## src/design/pll_ctrl_pkg.sv

```systemverilog
// constants and types for the pll clock switchover control block
package pll_ctrl_pkg;

    localparam int CLK_PERIOD_NS  = 4;
    localparam int RST_HOLD_NS    = 10;
    localparam int RST_HOLD_CYC   = (RST_HOLD_NS + CLK_PERIOD_NS - 1) / CLK_PERIOD_NS;
    localparam int FAULT_IDLE_CYC = 16;
    localparam int SCAN_HALF_CYC  = 2;
    localparam int SCAN_STEP_CYC  = 2 * SCAN_HALF_CYC;

    localparam int NUM_GLOBAL_CLOCK_NET_MAX     = 30;
    localparam int NUM_PLL_MAX      = 8;
    localparam int NUM_OUT_COUNTERS = 5;
    localparam int NUM_CCB_PER_SIDE = 5;
    localparam int NUM_TAPS         = 8;
    localparam int TAP_W            = 3;
    localparam int COARSE_W         = 8;
    localparam int CNT_IDX_W        = 3;

    localparam int NUM_DEDICATED    = 4;
    localparam int NUM_PLL_OUTS     = 10;
    localparam int NUM_DUAL_PURPOSE_CLOCK_PIN        = 6;
    localparam int NUM_INTERNAL     = 5;
    localparam int NUM_CORNER_PINS  = 4;
    localparam int NUM_CCB_SRC      = NUM_DEDICATED + NUM_PLL_OUTS + NUM_DUAL_PURPOSE_CLOCK_PIN + NUM_INTERNAL;
    localparam int SRC_SEL_W        = 5;

    localparam logic [TAP_W-1:0]    TAP_RESET    = 3'h0;
    localparam logic [TAP_W-1:0]    TAP_LAST     = 3'h7;
    localparam logic [COARSE_W-1:0] COARSE_RESET = 8'h01;
    localparam logic [COARSE_W-1:0] COARSE_MIN   = 8'h01;

    typedef enum logic [3:0] {
        ST_RUN    = 4'b0001,
        ST_SWITCH = 4'b0010,
        ST_RESET  = 4'b0100,
        ST_RELOCK = 4'b1000
    } sw_state_t;

    typedef struct packed {
        logic                 req;
        logic                 up;
        logic [CNT_IDX_W-1:0] counter;
    } phase_cmd_t;

    typedef struct packed {
        logic primary_fault;
        logic secondary_fault;
        logic on_secondary;
        logic relocking;
        logic phase_busy;
    } pll_status_t;

endpackage : pll_ctrl_pkg

```

## src/design/pll_switchover_ctrl.sv

```systemverilog
// pll reference switchover, fault monitor, phase stepping and clock source selection
`timescale 1ns/100ps
`default_nettype none

module pll_switchover_ctrl
    import pll_ctrl_pkg::*;
#(
    parameter int NUM_CCB = NUM_CCB_PER_SIDE
) (
    input  wire logic                                 clock_i,
    input  wire logic                                 nrst_i,
    input  wire logic                                 primary_ref_clock_i,
    input  wire logic                                 secondary_ref_clock_i,
    input  wire logic                                 manual_switch_i,
    input  wire logic                                 auto_switch_en_i,
    input  wire logic                                 pfd_enable_i,
    input  wire logic                                 pll_locked_i,
    input  wire logic [NUM_OUT_COUNTERS-1:0]          out_clock_enable_i,
    input  wire phase_cmd_t                           phase_cmd_i,
    input  wire logic                                 coarse_load_i,
    input  wire logic [CNT_IDX_W-1:0]                 coarse_counter_i,
    input  wire logic [COARSE_W-1:0]                  coarse_value_i,
    input  wire logic [NUM_DEDICATED-1:0]             dedicated_clock_pin_i,
    input  wire logic [NUM_PLL_OUTS-1:0]              pll_counter_out_i,
    input  wire logic [NUM_DUAL_PURPOSE_CLOCK_PIN-1:0]                 dual_purpose_clock_pin_i,
    input  wire logic [NUM_CORNER_PINS-1:0]           corner_dual_purpose_clock_pin_i,
    input  wire logic [1:0]                           corner_sel_i,
    input  wire logic [NUM_INTERNAL-1:0]              internal_clock_i,
    input  wire logic [NUM_CCB*SRC_SEL_W-1:0]         ccb_src_sel_i,
    output logic                                      ref_select_o,
    output logic                                      pll_reset_o,
    output logic                                      pfd_enable_o,
    output logic [NUM_OUT_COUNTERS-1:0]               out_clock_gate_o,
    output logic                                      primary_clock_fault_o,
    output logic                                      secondary_clock_fault_o,
    output logic                                      phase_ready_o,
    output logic                                      phase_done_o,
    output logic                                      scan_clk_o,
    output logic [NUM_OUT_COUNTERS*TAP_W-1:0]         phase_tap_o,
    output logic [NUM_OUT_COUNTERS*COARSE_W-1:0]      coarse_start_o,
    output logic [NUM_CCB-1:0]                        global_clock_net_o,
    output logic [NUM_CORNER_PINS-1:0]                corner_gpio_o,
    output pll_status_t                               status_o
);

    function automatic logic pick_src(input logic [NUM_CCB_SRC-1:0] src,
                                      input logic [SRC_SEL_W-1:0]   sel);
        logic r;
        r = 1'b0;
        if (int'(sel) < NUM_CCB_SRC) begin
            r = src[sel];
        end
        return r;
    endfunction : pick_src

    ////////////////////////////////////////////////////////////////////////////
    // reference clock fault monitor
    logic [1:0] sync_a_ff, sync_b_ff, last_ff, fault_ff;
    logic [1:0] nxt_sync_a, nxt_sync_b, nxt_last, nxt_fault;
    logic [4:0] idle_cnt_ff [2];
    logic [4:0] nxt_idle_cnt [2];

    always_comb begin
        nxt_sync_a = {secondary_ref_clock_i, primary_ref_clock_i};
        nxt_sync_b = sync_a_ff;
        nxt_last   = sync_b_ff;
        for (int i = 0; i < 2; i++) begin
            nxt_idle_cnt[i] = idle_cnt_ff[i];
            nxt_fault[i]    = fault_ff[i];
            if (sync_b_ff[i] != last_ff[i]) begin
                nxt_idle_cnt[i] = 5'h00;
                nxt_fault[i]    = 1'b0;
            end else if (int'(idle_cnt_ff[i]) == FAULT_IDLE_CYC - 1) begin
                nxt_fault[i]    = 1'b1;
            end else begin
                nxt_idle_cnt[i] = idle_cnt_ff[i] + 5'h01;
            end
        end
    end

    always_ff @(posedge clock_i or negedge nrst_i) begin
        if (!nrst_i) begin
            sync_a_ff      <= 2'h0;
            sync_b_ff      <= 2'h0;
            last_ff        <= 2'h0;
            fault_ff       <= 2'h0;
            idle_cnt_ff[0] <= 5'h00;
            idle_cnt_ff[1] <= 5'h00;
        end else begin
            sync_a_ff      <= nxt_sync_a;
            sync_b_ff      <= nxt_sync_b;
            last_ff        <= nxt_last;
            fault_ff       <= nxt_fault;
            idle_cnt_ff[0] <= nxt_idle_cnt[0];
            idle_cnt_ff[1] <= nxt_idle_cnt[1];
        end
    end

    assign primary_clock_fault_o   = fault_ff[0];
    assign secondary_clock_fault_o = fault_ff[1];

    ////////////////////////////////////////////////////////////////////////////
    // switchover state machine, pll reset and output gating
    sw_state_t                   state_ff, nxt_state;
    logic                        ref_sel_ff, nxt_ref_sel;
    logic                        rst_ff, nxt_rst;
    logic [1:0]                  rst_cnt_ff, nxt_rst_cnt;
    logic                        pfd_ff, nxt_pfd;
    logic [NUM_OUT_COUNTERS-1:0] gate_ff, nxt_gate;
    logic                        auto_go, manual_go;

    // automatic switching only moves off a failed primary onto a healthy secondary
    assign auto_go   = auto_switch_en_i & ~ref_sel_ff & fault_ff[0] & ~fault_ff[1];
    assign manual_go = manual_switch_i;

    always_comb begin
        nxt_state   = state_ff;
        nxt_ref_sel = ref_sel_ff;
        nxt_rst     = 1'b0;
        nxt_rst_cnt = rst_cnt_ff;
        nxt_pfd     = pfd_enable_i;
        nxt_gate    = out_clock_enable_i;
        case (state_ff)
            ST_RUN: begin
                if (manual_go || auto_go) begin
                    nxt_state   = ST_SWITCH;
                    nxt_ref_sel = ~ref_sel_ff;
                    nxt_gate    = '0;
                end
            end
            ST_SWITCH: begin
                nxt_state   = ST_RESET;
                nxt_rst     = 1'b1;
                nxt_rst_cnt = 2'h0;
                nxt_gate    = '0;
            end
            ST_RESET: begin
                nxt_gate = '0;
                if (int'(rst_cnt_ff) == RST_HOLD_CYC - 1) begin
                    nxt_state = ST_RELOCK;
                end else begin
                    nxt_rst     = 1'b1;
                    nxt_rst_cnt = rst_cnt_ff + 2'h1;
                end
            end
            ST_RELOCK: begin
                nxt_gate = '0;
                if (pll_locked_i) begin
                    nxt_state = ST_RUN;
                    nxt_gate  = out_clock_enable_i;
                end
            end
            default: begin
                nxt_state = ST_RUN;
            end
        endcase
    end

    always_ff @(posedge clock_i or negedge nrst_i) begin
        if (!nrst_i) begin
            state_ff   <= ST_RUN;
            ref_sel_ff <= 1'b0;
            rst_ff     <= 1'b0;
            rst_cnt_ff <= 2'h0;
            pfd_ff     <= 1'b0;
            gate_ff    <= '0;
        end else begin
            state_ff   <= nxt_state;
            ref_sel_ff <= nxt_ref_sel;
            rst_ff     <= nxt_rst;
            rst_cnt_ff <= nxt_rst_cnt;
            pfd_ff     <= nxt_pfd;
            gate_ff    <= nxt_gate;
        end
    end

    assign ref_select_o     = ref_sel_ff;
    assign pll_reset_o      = rst_ff;
    assign pfd_enable_o     = pfd_ff;
    assign out_clock_gate_o = gate_ff;

    ////////////////////////////////////////////////////////////////////////////
    // dynamic phase stepping on oscillator taps, shift clock divider
    logic                 busy_ff, nxt_busy;
    logic                 done_ff, nxt_done;
    phase_cmd_t           cmd_ff, nxt_cmd;
    logic [1:0]           step_cnt_ff, nxt_step_cnt;
    logic                 scan_div_ff, nxt_scan_div;
    logic                 scan_ff, nxt_scan;
    logic [TAP_W-1:0]     tap_ff [NUM_OUT_COUNTERS];
    logic [TAP_W-1:0]     nxt_tap [NUM_OUT_COUNTERS];
    logic [COARSE_W-1:0]  coarse_ff [NUM_OUT_COUNTERS];
    logic [COARSE_W-1:0]  nxt_coarse [NUM_OUT_COUNTERS];
    logic                 accept;

    assign phase_ready_o = ~busy_ff;
    assign accept        = phase_cmd_i.req & ~busy_ff;

    always_comb begin
        nxt_busy     = busy_ff;
        nxt_done     = 1'b0;
        nxt_cmd      = cmd_ff;
        nxt_step_cnt = step_cnt_ff;
        nxt_scan_div = scan_div_ff + 1'b1;
        nxt_scan     = (int'(scan_div_ff) == SCAN_HALF_CYC - 1) ? ~scan_ff : scan_ff;
        nxt_tap      = tap_ff;
        nxt_coarse   = coarse_ff;
        if (accept) begin
            nxt_busy     = 1'b1;
            nxt_cmd      = phase_cmd_i;
            nxt_step_cnt = 2'h0;
        end else if (busy_ff) begin
            if (int'(step_cnt_ff) == SCAN_STEP_CYC - 1) begin
                nxt_busy = 1'b0;
                nxt_done = 1'b1;
                for (int i = 0; i < NUM_OUT_COUNTERS; i++) begin
                    if (int'(cmd_ff.counter) == i) begin
                        nxt_tap[i] = cmd_ff.up ? tap_ff[i] + 3'h1 : tap_ff[i] - 3'h1;
                        if (cmd_ff.up && tap_ff[i] == TAP_LAST) begin
                            nxt_coarse[i] = coarse_ff[i] + 8'h01;
                        end else if (!cmd_ff.up && tap_ff[i] == TAP_RESET
                                     && coarse_ff[i] > COARSE_MIN) begin
                            nxt_coarse[i] = coarse_ff[i] - 8'h01;
                        end
                    end
                end
            end else begin
                nxt_step_cnt = step_cnt_ff + 2'h1;
            end
        end
        // a direct load of a starting value overrides a carry in the same cycle
        for (int i = 0; i < NUM_OUT_COUNTERS; i++) begin
            if (coarse_load_i && int'(coarse_counter_i) == i) begin
                nxt_coarse[i] = coarse_value_i;
            end
        end
    end

    always_ff @(posedge clock_i or negedge nrst_i) begin
        if (!nrst_i) begin
            busy_ff     <= 1'b0;
            done_ff     <= 1'b0;
            cmd_ff      <= '0;
            step_cnt_ff <= 2'h0;
            scan_div_ff <= 1'b0;
            scan_ff     <= 1'b0;
            for (int i = 0; i < NUM_OUT_COUNTERS; i++) begin
                tap_ff[i]    <= TAP_RESET;
                coarse_ff[i] <= COARSE_RESET;
            end
        end else begin
            busy_ff     <= nxt_busy;
            done_ff     <= nxt_done;
            cmd_ff      <= nxt_cmd;
            step_cnt_ff <= nxt_step_cnt;
            scan_div_ff <= nxt_scan_div;
            scan_ff     <= nxt_scan;
            tap_ff      <= nxt_tap;
            coarse_ff   <= nxt_coarse;
        end
    end

    always_comb begin
        for (int i = 0; i < NUM_OUT_COUNTERS; i++) begin
            phase_tap_o[i*TAP_W +: TAP_W]          = tap_ff[i];
            coarse_start_o[i*COARSE_W +: COARSE_W] = coarse_ff[i];
        end
    end

    assign phase_done_o = done_ff;
    assign scan_clk_o   = scan_ff;

    ////////////////////////////////////////////////////////////////////////////
    // clock control block source selection
    logic [NUM_CCB_SRC-1:0]     src_vec;
    logic [NUM_DUAL_PURPOSE_CLOCK_PIN-1:0]       dp_vec;
    logic [NUM_CCB-1:0]         global_clock_net_ff, nxt_global_clock_net;
    logic [NUM_CORNER_PINS-1:0] gpio_ff, nxt_gpio;

    always_comb begin
        dp_vec    = dual_purpose_clock_pin_i;
        dp_vec[0] = corner_dual_purpose_clock_pin_i[corner_sel_i];
        src_vec   = {internal_clock_i, dp_vec, pll_counter_out_i, dedicated_clock_pin_i};
        nxt_gpio  = ~(4'h1 << corner_sel_i);
        for (int i = 0; i < NUM_CCB; i++) begin
            nxt_global_clock_net[i] = pick_src(src_vec, ccb_src_sel_i[i*SRC_SEL_W +: SRC_SEL_W]);
        end
    end

    always_ff @(posedge clock_i or negedge nrst_i) begin
        if (!nrst_i) begin
            global_clock_net_ff <= '0;
            gpio_ff <= '1;
        end else begin
            global_clock_net_ff <= nxt_global_clock_net;
            gpio_ff <= nxt_gpio;
        end
    end

    assign global_clock_net_o = global_clock_net_ff;
    assign corner_gpio_o      = gpio_ff;
    assign status_o           = '{primary_fault:   fault_ff[0],
                                  secondary_fault: fault_ff[1],
                                  on_secondary:    ref_sel_ff,
                                  relocking:       state_ff != ST_RUN,
                                  phase_busy:      busy_ff};
endmodule : pll_switchover_ctrl

`default_nettype wire

```

## config.mk

```make
export PLATFORM = sky130hd
export DESIGN_NAME = pll_switchover_ctrl
export DESIGN_NICKNAME = d
export VERILOG_FILES = /design/src/design/pll_ctrl_pkg.sv /design/src/design/pll_switchover_ctrl.sv
export SDC_FILE = /design/constraint.sdc
export NUM_CORES = 1
export LEC_CHECK = 0
export BUFFER_PORTS_ARGS = -buffer_cell sky130_fd_sc_hd__buf_2
export CAP_MARGIN = 10
export CORE_ASPECT_RATIO = 0.5
export CORE_MARGIN = 8
export CORE_UTILIZATION = 40
export CTS_BUF_LIST = sky130_fd_sc_hd__clkbuf_4 sky130_fd_sc_hd__clkbuf_8
export CTS_CLUSTER_DIAMETER = 200
export DETAILED_ROUTE_END_ITERATION = 6
export PLACE_DENSITY = 0.74
export SLEW_MARGIN = 25
export SYNTH_ARGS = -nofsm -noshare
export SYNTH_HDL_FRONTEND = slang
export SYNTH_SLANG_ARGS = --single-unit
```

## constraint.sdc

```tcl
create_clock -name clock_i -period 3.3 [get_ports clock_i]
set_input_delay 0.66 -clock clock_i [delete_from_list [all_inputs] [get_ports clock_i]]
set_output_delay 0.66 -clock clock_i [all_outputs]
set_load 0.01 [all_outputs]
```

* Word-level counts from Yosys, hierarchy flattened
Index checks and enable logic that the tools add are counted.
** Storage, ports and cells
- Bits in registers :: 106
- Latch bits :: 0
- Bits in writable memories :: 0
- Memory bits (read-only) :: 0
- Output and inout bits :: 82
- Word-level logic and storage cells :: 261
- Memories kept :: 0
** Operators by class
- Add/subtract/negate cells :: 25
- Multiply operators :: 0
- Divide/modulo/power cells :: 0
- Order comparisons :: 16
- Equal/unequal tests :: 36
- Shifts and indexed selects :: 1
- Multiplexer cells :: 73
- Bitwise logic cells :: 10
- Reductions and logical operators :: 68
** Operator list (number)
- $mux 8 :: 20
- $mux 40 :: 3
- $add 8x1->8 const B :: 5
- $gt 8x1->1 const B :: 5
- $sub 8x1->8 const B :: 5
- $reduce_bool 2->1 :: 19
- $eq 3x3->1 const B :: 11
- $lt 5x6->1 const B :: 5
- $mux 5 :: 6
- $bmux 1 s5 :: 5
- $lt 5x5->1 const B :: 5
- $reduce_and 5->1 :: 5
- $mux 1 :: 22
- $logic_not 3->1 :: 7
- $logic_and 1x1->1 :: 20
- $reduce_and 4->1 :: 5
- $pmux 4 s4 :: 1
- $add 3x1->3 const B :: 5
- $mux 3 :: 5
- $pmux 5 s3 :: 1
- $reduce_bool 3->1 :: 5
- $sub 3x1->3 const B :: 5
- $ne 2x2->1 const B :: 7
- $mux 4 :: 3
- other kinds (28) :: 49

* Longest topological paths before layout
- Depth in word-level cells :: 10
- Depth in mapped cells :: 8

* Least setup slack after synthesis
No wires, ideal clock.
- Path kind :: flip-flop to flip-flop
- Start point :: register coarse_ff (netlist bit coarse_start_o[1])
- End point :: register coarse_ff (netlist bit coarse_start_o[3])
- Library setup time :: 125 ps
- Arrival :: 2005 ps
- Required time :: 3175 ps
- Slack :: 1170 ps
- Stages on the path, launching flop included :: 8
- Buffers on the path :: 0
- Clock period less this slack :: 2130 ps
- Cells stage by stage :: dfrtp_1 -> inv_1 -> ha_1 -> nor2_1 -> nor4_1 -> a221oi_1 -> xor2_1 -> mux2_2
** Between the ends
- Longest elaborated chain between the ends :: 8
- Elaborated cells on any way between the ends :: 13
- Those cells by class :: add/sub (2); order compare (1); mux (7); reduce/logical (3)
** Ends and longest elaborated chain
- start: declaration :: line pll_switchover_ctrl.sv:192 : logic [COARSE_W-1:0] coarse_ff [NUM_OUT_COUNTERS];
- start signal: assignment :: line pll_switchover_ctrl.sv:259 : coarse_ff <= nxt_coarse;
- $sub 8x1->8 :: line pll_switchover_ctrl.sv:223 : nxt_coarse[i] = coarse_ff[i] - 8'h01;
- $mux 8 :: line pll_switchover_ctrl.sv:221 : end else if (!cmd_ff.up && tap_ff[i] == TAP_RESET
- $mux 8 :: line pll_switchover_ctrl.sv:219 : if (cmd_ff.up && tap_ff[i] == TAP_LAST) begin
- $mux 8 :: line pll_switchover_ctrl.sv:217 : if (int'(cmd_ff.counter) == i) begin
- $mux 40 :: line pll_switchover_ctrl.sv:213 : if (int'(step_cnt_ff) == SCAN_STEP_CYC - 1) begin
- $mux 40 :: line pll_switchover_ctrl.sv:212 : end else if (busy_ff) begin
- $mux 40 :: line pll_switchover_ctrl.sv:208 : if (accept) begin
- $mux 8 :: line pll_switchover_ctrl.sv:233 : if (coarse_load_i && int'(coarse_counter_i) == i) begin
Parallel ways exist; a longest one is shown, timed or not. The select of a mux whose other input is x is not followed.
A chain may end at the register's enable or synchronous reset.

* Worst setup path in the final report
- Start point :: register cmd_ff[3] (netlist name)
- End point :: register coarse_ff (netlist bit coarse_start_o[11])
** Between the ends
- Longest elaborated chain between the ends :: 7
- Elaborated cells on any way between the ends :: 12
- Those cells by class :: mux (6); reduce/logical (6)
** Ends and longest elaborated chain
- start: declaration :: line pll_switchover_ctrl.sv:186 : phase_cmd_t cmd_ff, nxt_cmd;
- start signal: assignment :: line pll_switchover_ctrl.sv:254 : cmd_ff <= nxt_cmd;
- $logic_and 1x1->1 :: line pll_switchover_ctrl.sv:219
- $mux 8 :: line pll_switchover_ctrl.sv:219
- $mux 8 :: line pll_switchover_ctrl.sv:217
- $mux 40 :: line pll_switchover_ctrl.sv:213
- $mux 40 :: line pll_switchover_ctrl.sv:212
- $mux 40 :: line pll_switchover_ctrl.sv:208
- $mux 8 :: line pll_switchover_ctrl.sv:233
Parallel ways exist; a longest one is shown, timed or not. The select of a mux whose other input is x is not followed.

==> impl_metrics.yaml <==
critical_path:
  cp_max_fo: 22
  max_stage_delay_ns: 0.68
  crit_end: "coarse_start_o[11]"
  crit_buf_inv: 0
  rr_worst_depth: 5
  cpLargestDelayFamily: "flip-flops"
  worstReg2RegStart: "cmd_ff[3]"
  worst_path_max_delay_cell: "dfrtp_1"
  start_kind: "register"
  timing.reg2reg.setup_slack_ns: 0.79
  crit_arrival_ns: 2.76
  cp.depth: 5
  critical_path_class: "reg2reg"
  required_ns: 3.56
  startpoint: "cmd_ff[3]"
  r2r_end: "coarse_start_o[11]"
  crit_path_end_kind: "register"
  crit_chain: "or4_1 -> a211oi_2 -> o221ai_1 -> xnor2_1 -> mux2_2"
routing:
  first_pass_iters: 5
  vias: 6075
  drc: 0
  vias_per_cell: 5.61
  postRouteAntennaNets: 0
  wl_mm: 19.0
  wl_per_cell_um: 17.6
  drt_iter0_drc: 497
sta:
  final_hold_viol_count: 0
  fin_crit_sh_pct: 76.0
  setup_tns_ns: 0
  hold_slack_ns: 0.277
  rsz0062_at_grt: "false"
  finalSetupViolations: 0
  max-slew-margin-rel_pct: 48.9
  slew_violations: 0
  post-route-min-period_ns: 2.51
  worstMarginPinSlew_ns: 0.766
  finalClockSkew_ns: 0.0169
  fmax_mhz: 399
clock_tree:
  cts-resized-gates: 0
  clkSinkCount: 106
  cts_tree: "built"
  hold_buffers: 0
  cts_buffers: 9
  cts_setup_buffers: 0
  htree_levels: 3
  root_buffer: "clkbuf_8"
  path_clk_slew_ns: 0.11
  cts_buffer_depth: 2
  clkLatencyLatePin_ns: 0.37
synth:
  syn_area_per_cell_um2: 10.1
  synth_top_area_share_pct: 34.2
  synth_edf_count: 0
  netlist_instances: 698
  ys_warn_count: 0
  synth_top_flop_cell: "dfrtp_1"
  synth_area_um2: 7020
  yosys.cell_types.count: 61
  async_flop_share_pct: 100
  yosysSeqAreaShare_pct: 38.0
  synth_common_cells: "96 x dfrtp_1, 77 x nor2_1, 42 x xnor2_1, 37 x a21oi_1, 35 x nand2_1"
  synthTopCellsByArea: "dfrtp_1 34%, mux4_2 7.1%, xnor2_1 5.2%"
  synth.most_common_cell: "dfrtp_1"
  yosys.area.top_type: "dfrtp_1"
  syn_nets: 810
  ys_ff_latch: 106
global_routing:
  grt-ovfl-total: 0
  antenna_found_initial: 0
  grt_pass1_vias: 6119
  grt.total_usage_pct: 16.9
  grt_max_degree: 47
  grt_pass1_wl_mm: 30.8
layout:
  nNetsFinal: 955
  diodes: 0
  regArea_um2: 2670
  n_fill_cell: 1654
  fin_area_um2: 8230
  multi_input_area_um2: 4100
  final_core_util_pct: 47.7
  syn_to_final_growth_pct: 17.3
  drive_above_1_share_pct: 29.2
floorplanning:
  initial_core_util_pct: 40.6
  rows: 34
  io_pins: 168
  die_w_um: 203
  die_y_um: 110
  dieArea_um2: 22300
  coreArea_um2: 17300
min_path:
  worstHoldPathType: "in2async"
flow_run:
  cap_violations: 0
placed_design:
  port_buffers: 166
  dpl.hpwl_mm: 14.7
  placed_area_um2: 8030
  gp_congestion: 0.906
power_and_ir_drop:
  ir_drop_uv: 242
  p_leak_nw: 3.52
  power.density_nw_per_um2: 605
  power_mw: 4.98
status:
  outcome: "finished clean"
[cells by family (layout without fill, tap and decap cells)]
kind of cell	count (synthesis)	in the layout	share of synthesized area, %
XOR/XNOR	64	64	7.99
AO/OA/AOI/OAI	128	128	13.0
buffers and inverters	60	210	3.62
adder cells (fa/ha/maj)	26	26	5.17
flip-flops	106	106	38.0
AND/OR/NAND/NOR	244	244	18.1
multiplexers	70	70	14.2
[how the worst min path moves through the flow]
| stage | start | to | slack, ns | depth (start not counted) |
|---|---|---|---|---|
| 2_1_floorplan | nxt_sync_b[0] | nxt_last[0] | 0.33 | 0 |
| 3_3_place_gp | nxt_sync_b[0] | nxt_last[0] | 0.33 | 0 |
| 6_report | nrst_i | phase_done_o | 0.28 | 1 |
| 5_1_grt | nrst_i | idle_cnt_ff[6] | 0.31 | 1 |
| 4_1_cts | nrst_i | phase_done_o | 0.30 | 1 |
| 3_5_place_dp | nxt_sync_b[1] | nxt_last[1] | 0.34 | 0 |
[state kept, by name, summed over array words and instances, names as in the netlist]
name                count
coarse_start_o         40
phase_tap_o            15
idle_cnt_ff            10
global_clock_net_o      5
out_clock_gate_o        5
cmd_ff                  4
corner_gpio_o           4
state_ff                4
fault_ff                2
last_ff                 2
nxt_last                2
nxt_sync_b              2
rst_cnt_ff              2
step_cnt_ff             2
busy_ff                 1
pfd_enable_o            1
phase_done_o            1
pll_reset_o             1
ref_select_o            1
scan_clk_o              1
scan_div_ff             1
[area by class of cell]
cell class,count,share of cell area [%]
Clock buffer,11,1.69
Clock inverter,5,0.775
Inverter,23,1.05
Multi-Input combinational cell,532,49.8
Sequential cell,106,32.4
Tap cell,234,3.56
Timing Repair Buffer,171,10.7
[through the flow]
stage	worst slack (ns)	cells
floorplan	1.17	698
global placement	0.860	1066
detailed placement	0.821	1066
CTS	0.790	1082
global route	0.569	1082
finish	0.793	1082
[cell usage in the layout, fill, tap and decap left out, drive strengths merged, types with 3 or more instances in the layout]
master   netlist  layout
and2          11      11
ha            21      21
nor3          16      16
a22oi          4       4
a221oi        12      12
a21oi         37      37
nor2          77      77
nand3b         4       4
o221ai         4       4
nand4         17      17
a41oi          5       5
and4           8       8
o22ai          4       4
xor2          22      22
nor4b          3       3
nor3b          5       5
and3           8       8
inv           23      25
nor2b          6       6
nand4b         7       7
nand2         35      35
nand2b         3       3
o2111ai        6       6
xnor2         42      42
nand3         24      24
clkbuf        24      11
fa             5       5
or3            3       3
mux4          22      22
a22o           4       4
dfrtp         96      96
nor4          10      10
mux2i         34      34
buf           13     171
o21ai         29      29
dfstp         10      10
a211oi        10      10
mux2          14      14
[layer usage]
layer / routed length (um) / vias to the layer above / GRT usage, % / share of wire, %
met4: 275 / 0 / 5.15 / 1.4
met1: 7890 / 2968 / 20.3 / 41
li1: - / 2866 / - / -
met5: 0 / - / 0 / 0
met2: 9680 / 218 / 30.0 / 51
met3: 1180 / 23 / 4.09 / 6.2
[power by group]
part	internal, mW	switching, mW	total [mW]	leakage [nW]
Sequential	1.66	0.545	2.21	1.26
Clock	0.377	0.453	0.830	0.107
Combinational	0.908	1.04	1.94	2.15
Total	2.95	2.03	4.98	3.52
(Power assumes the default switching activity.)
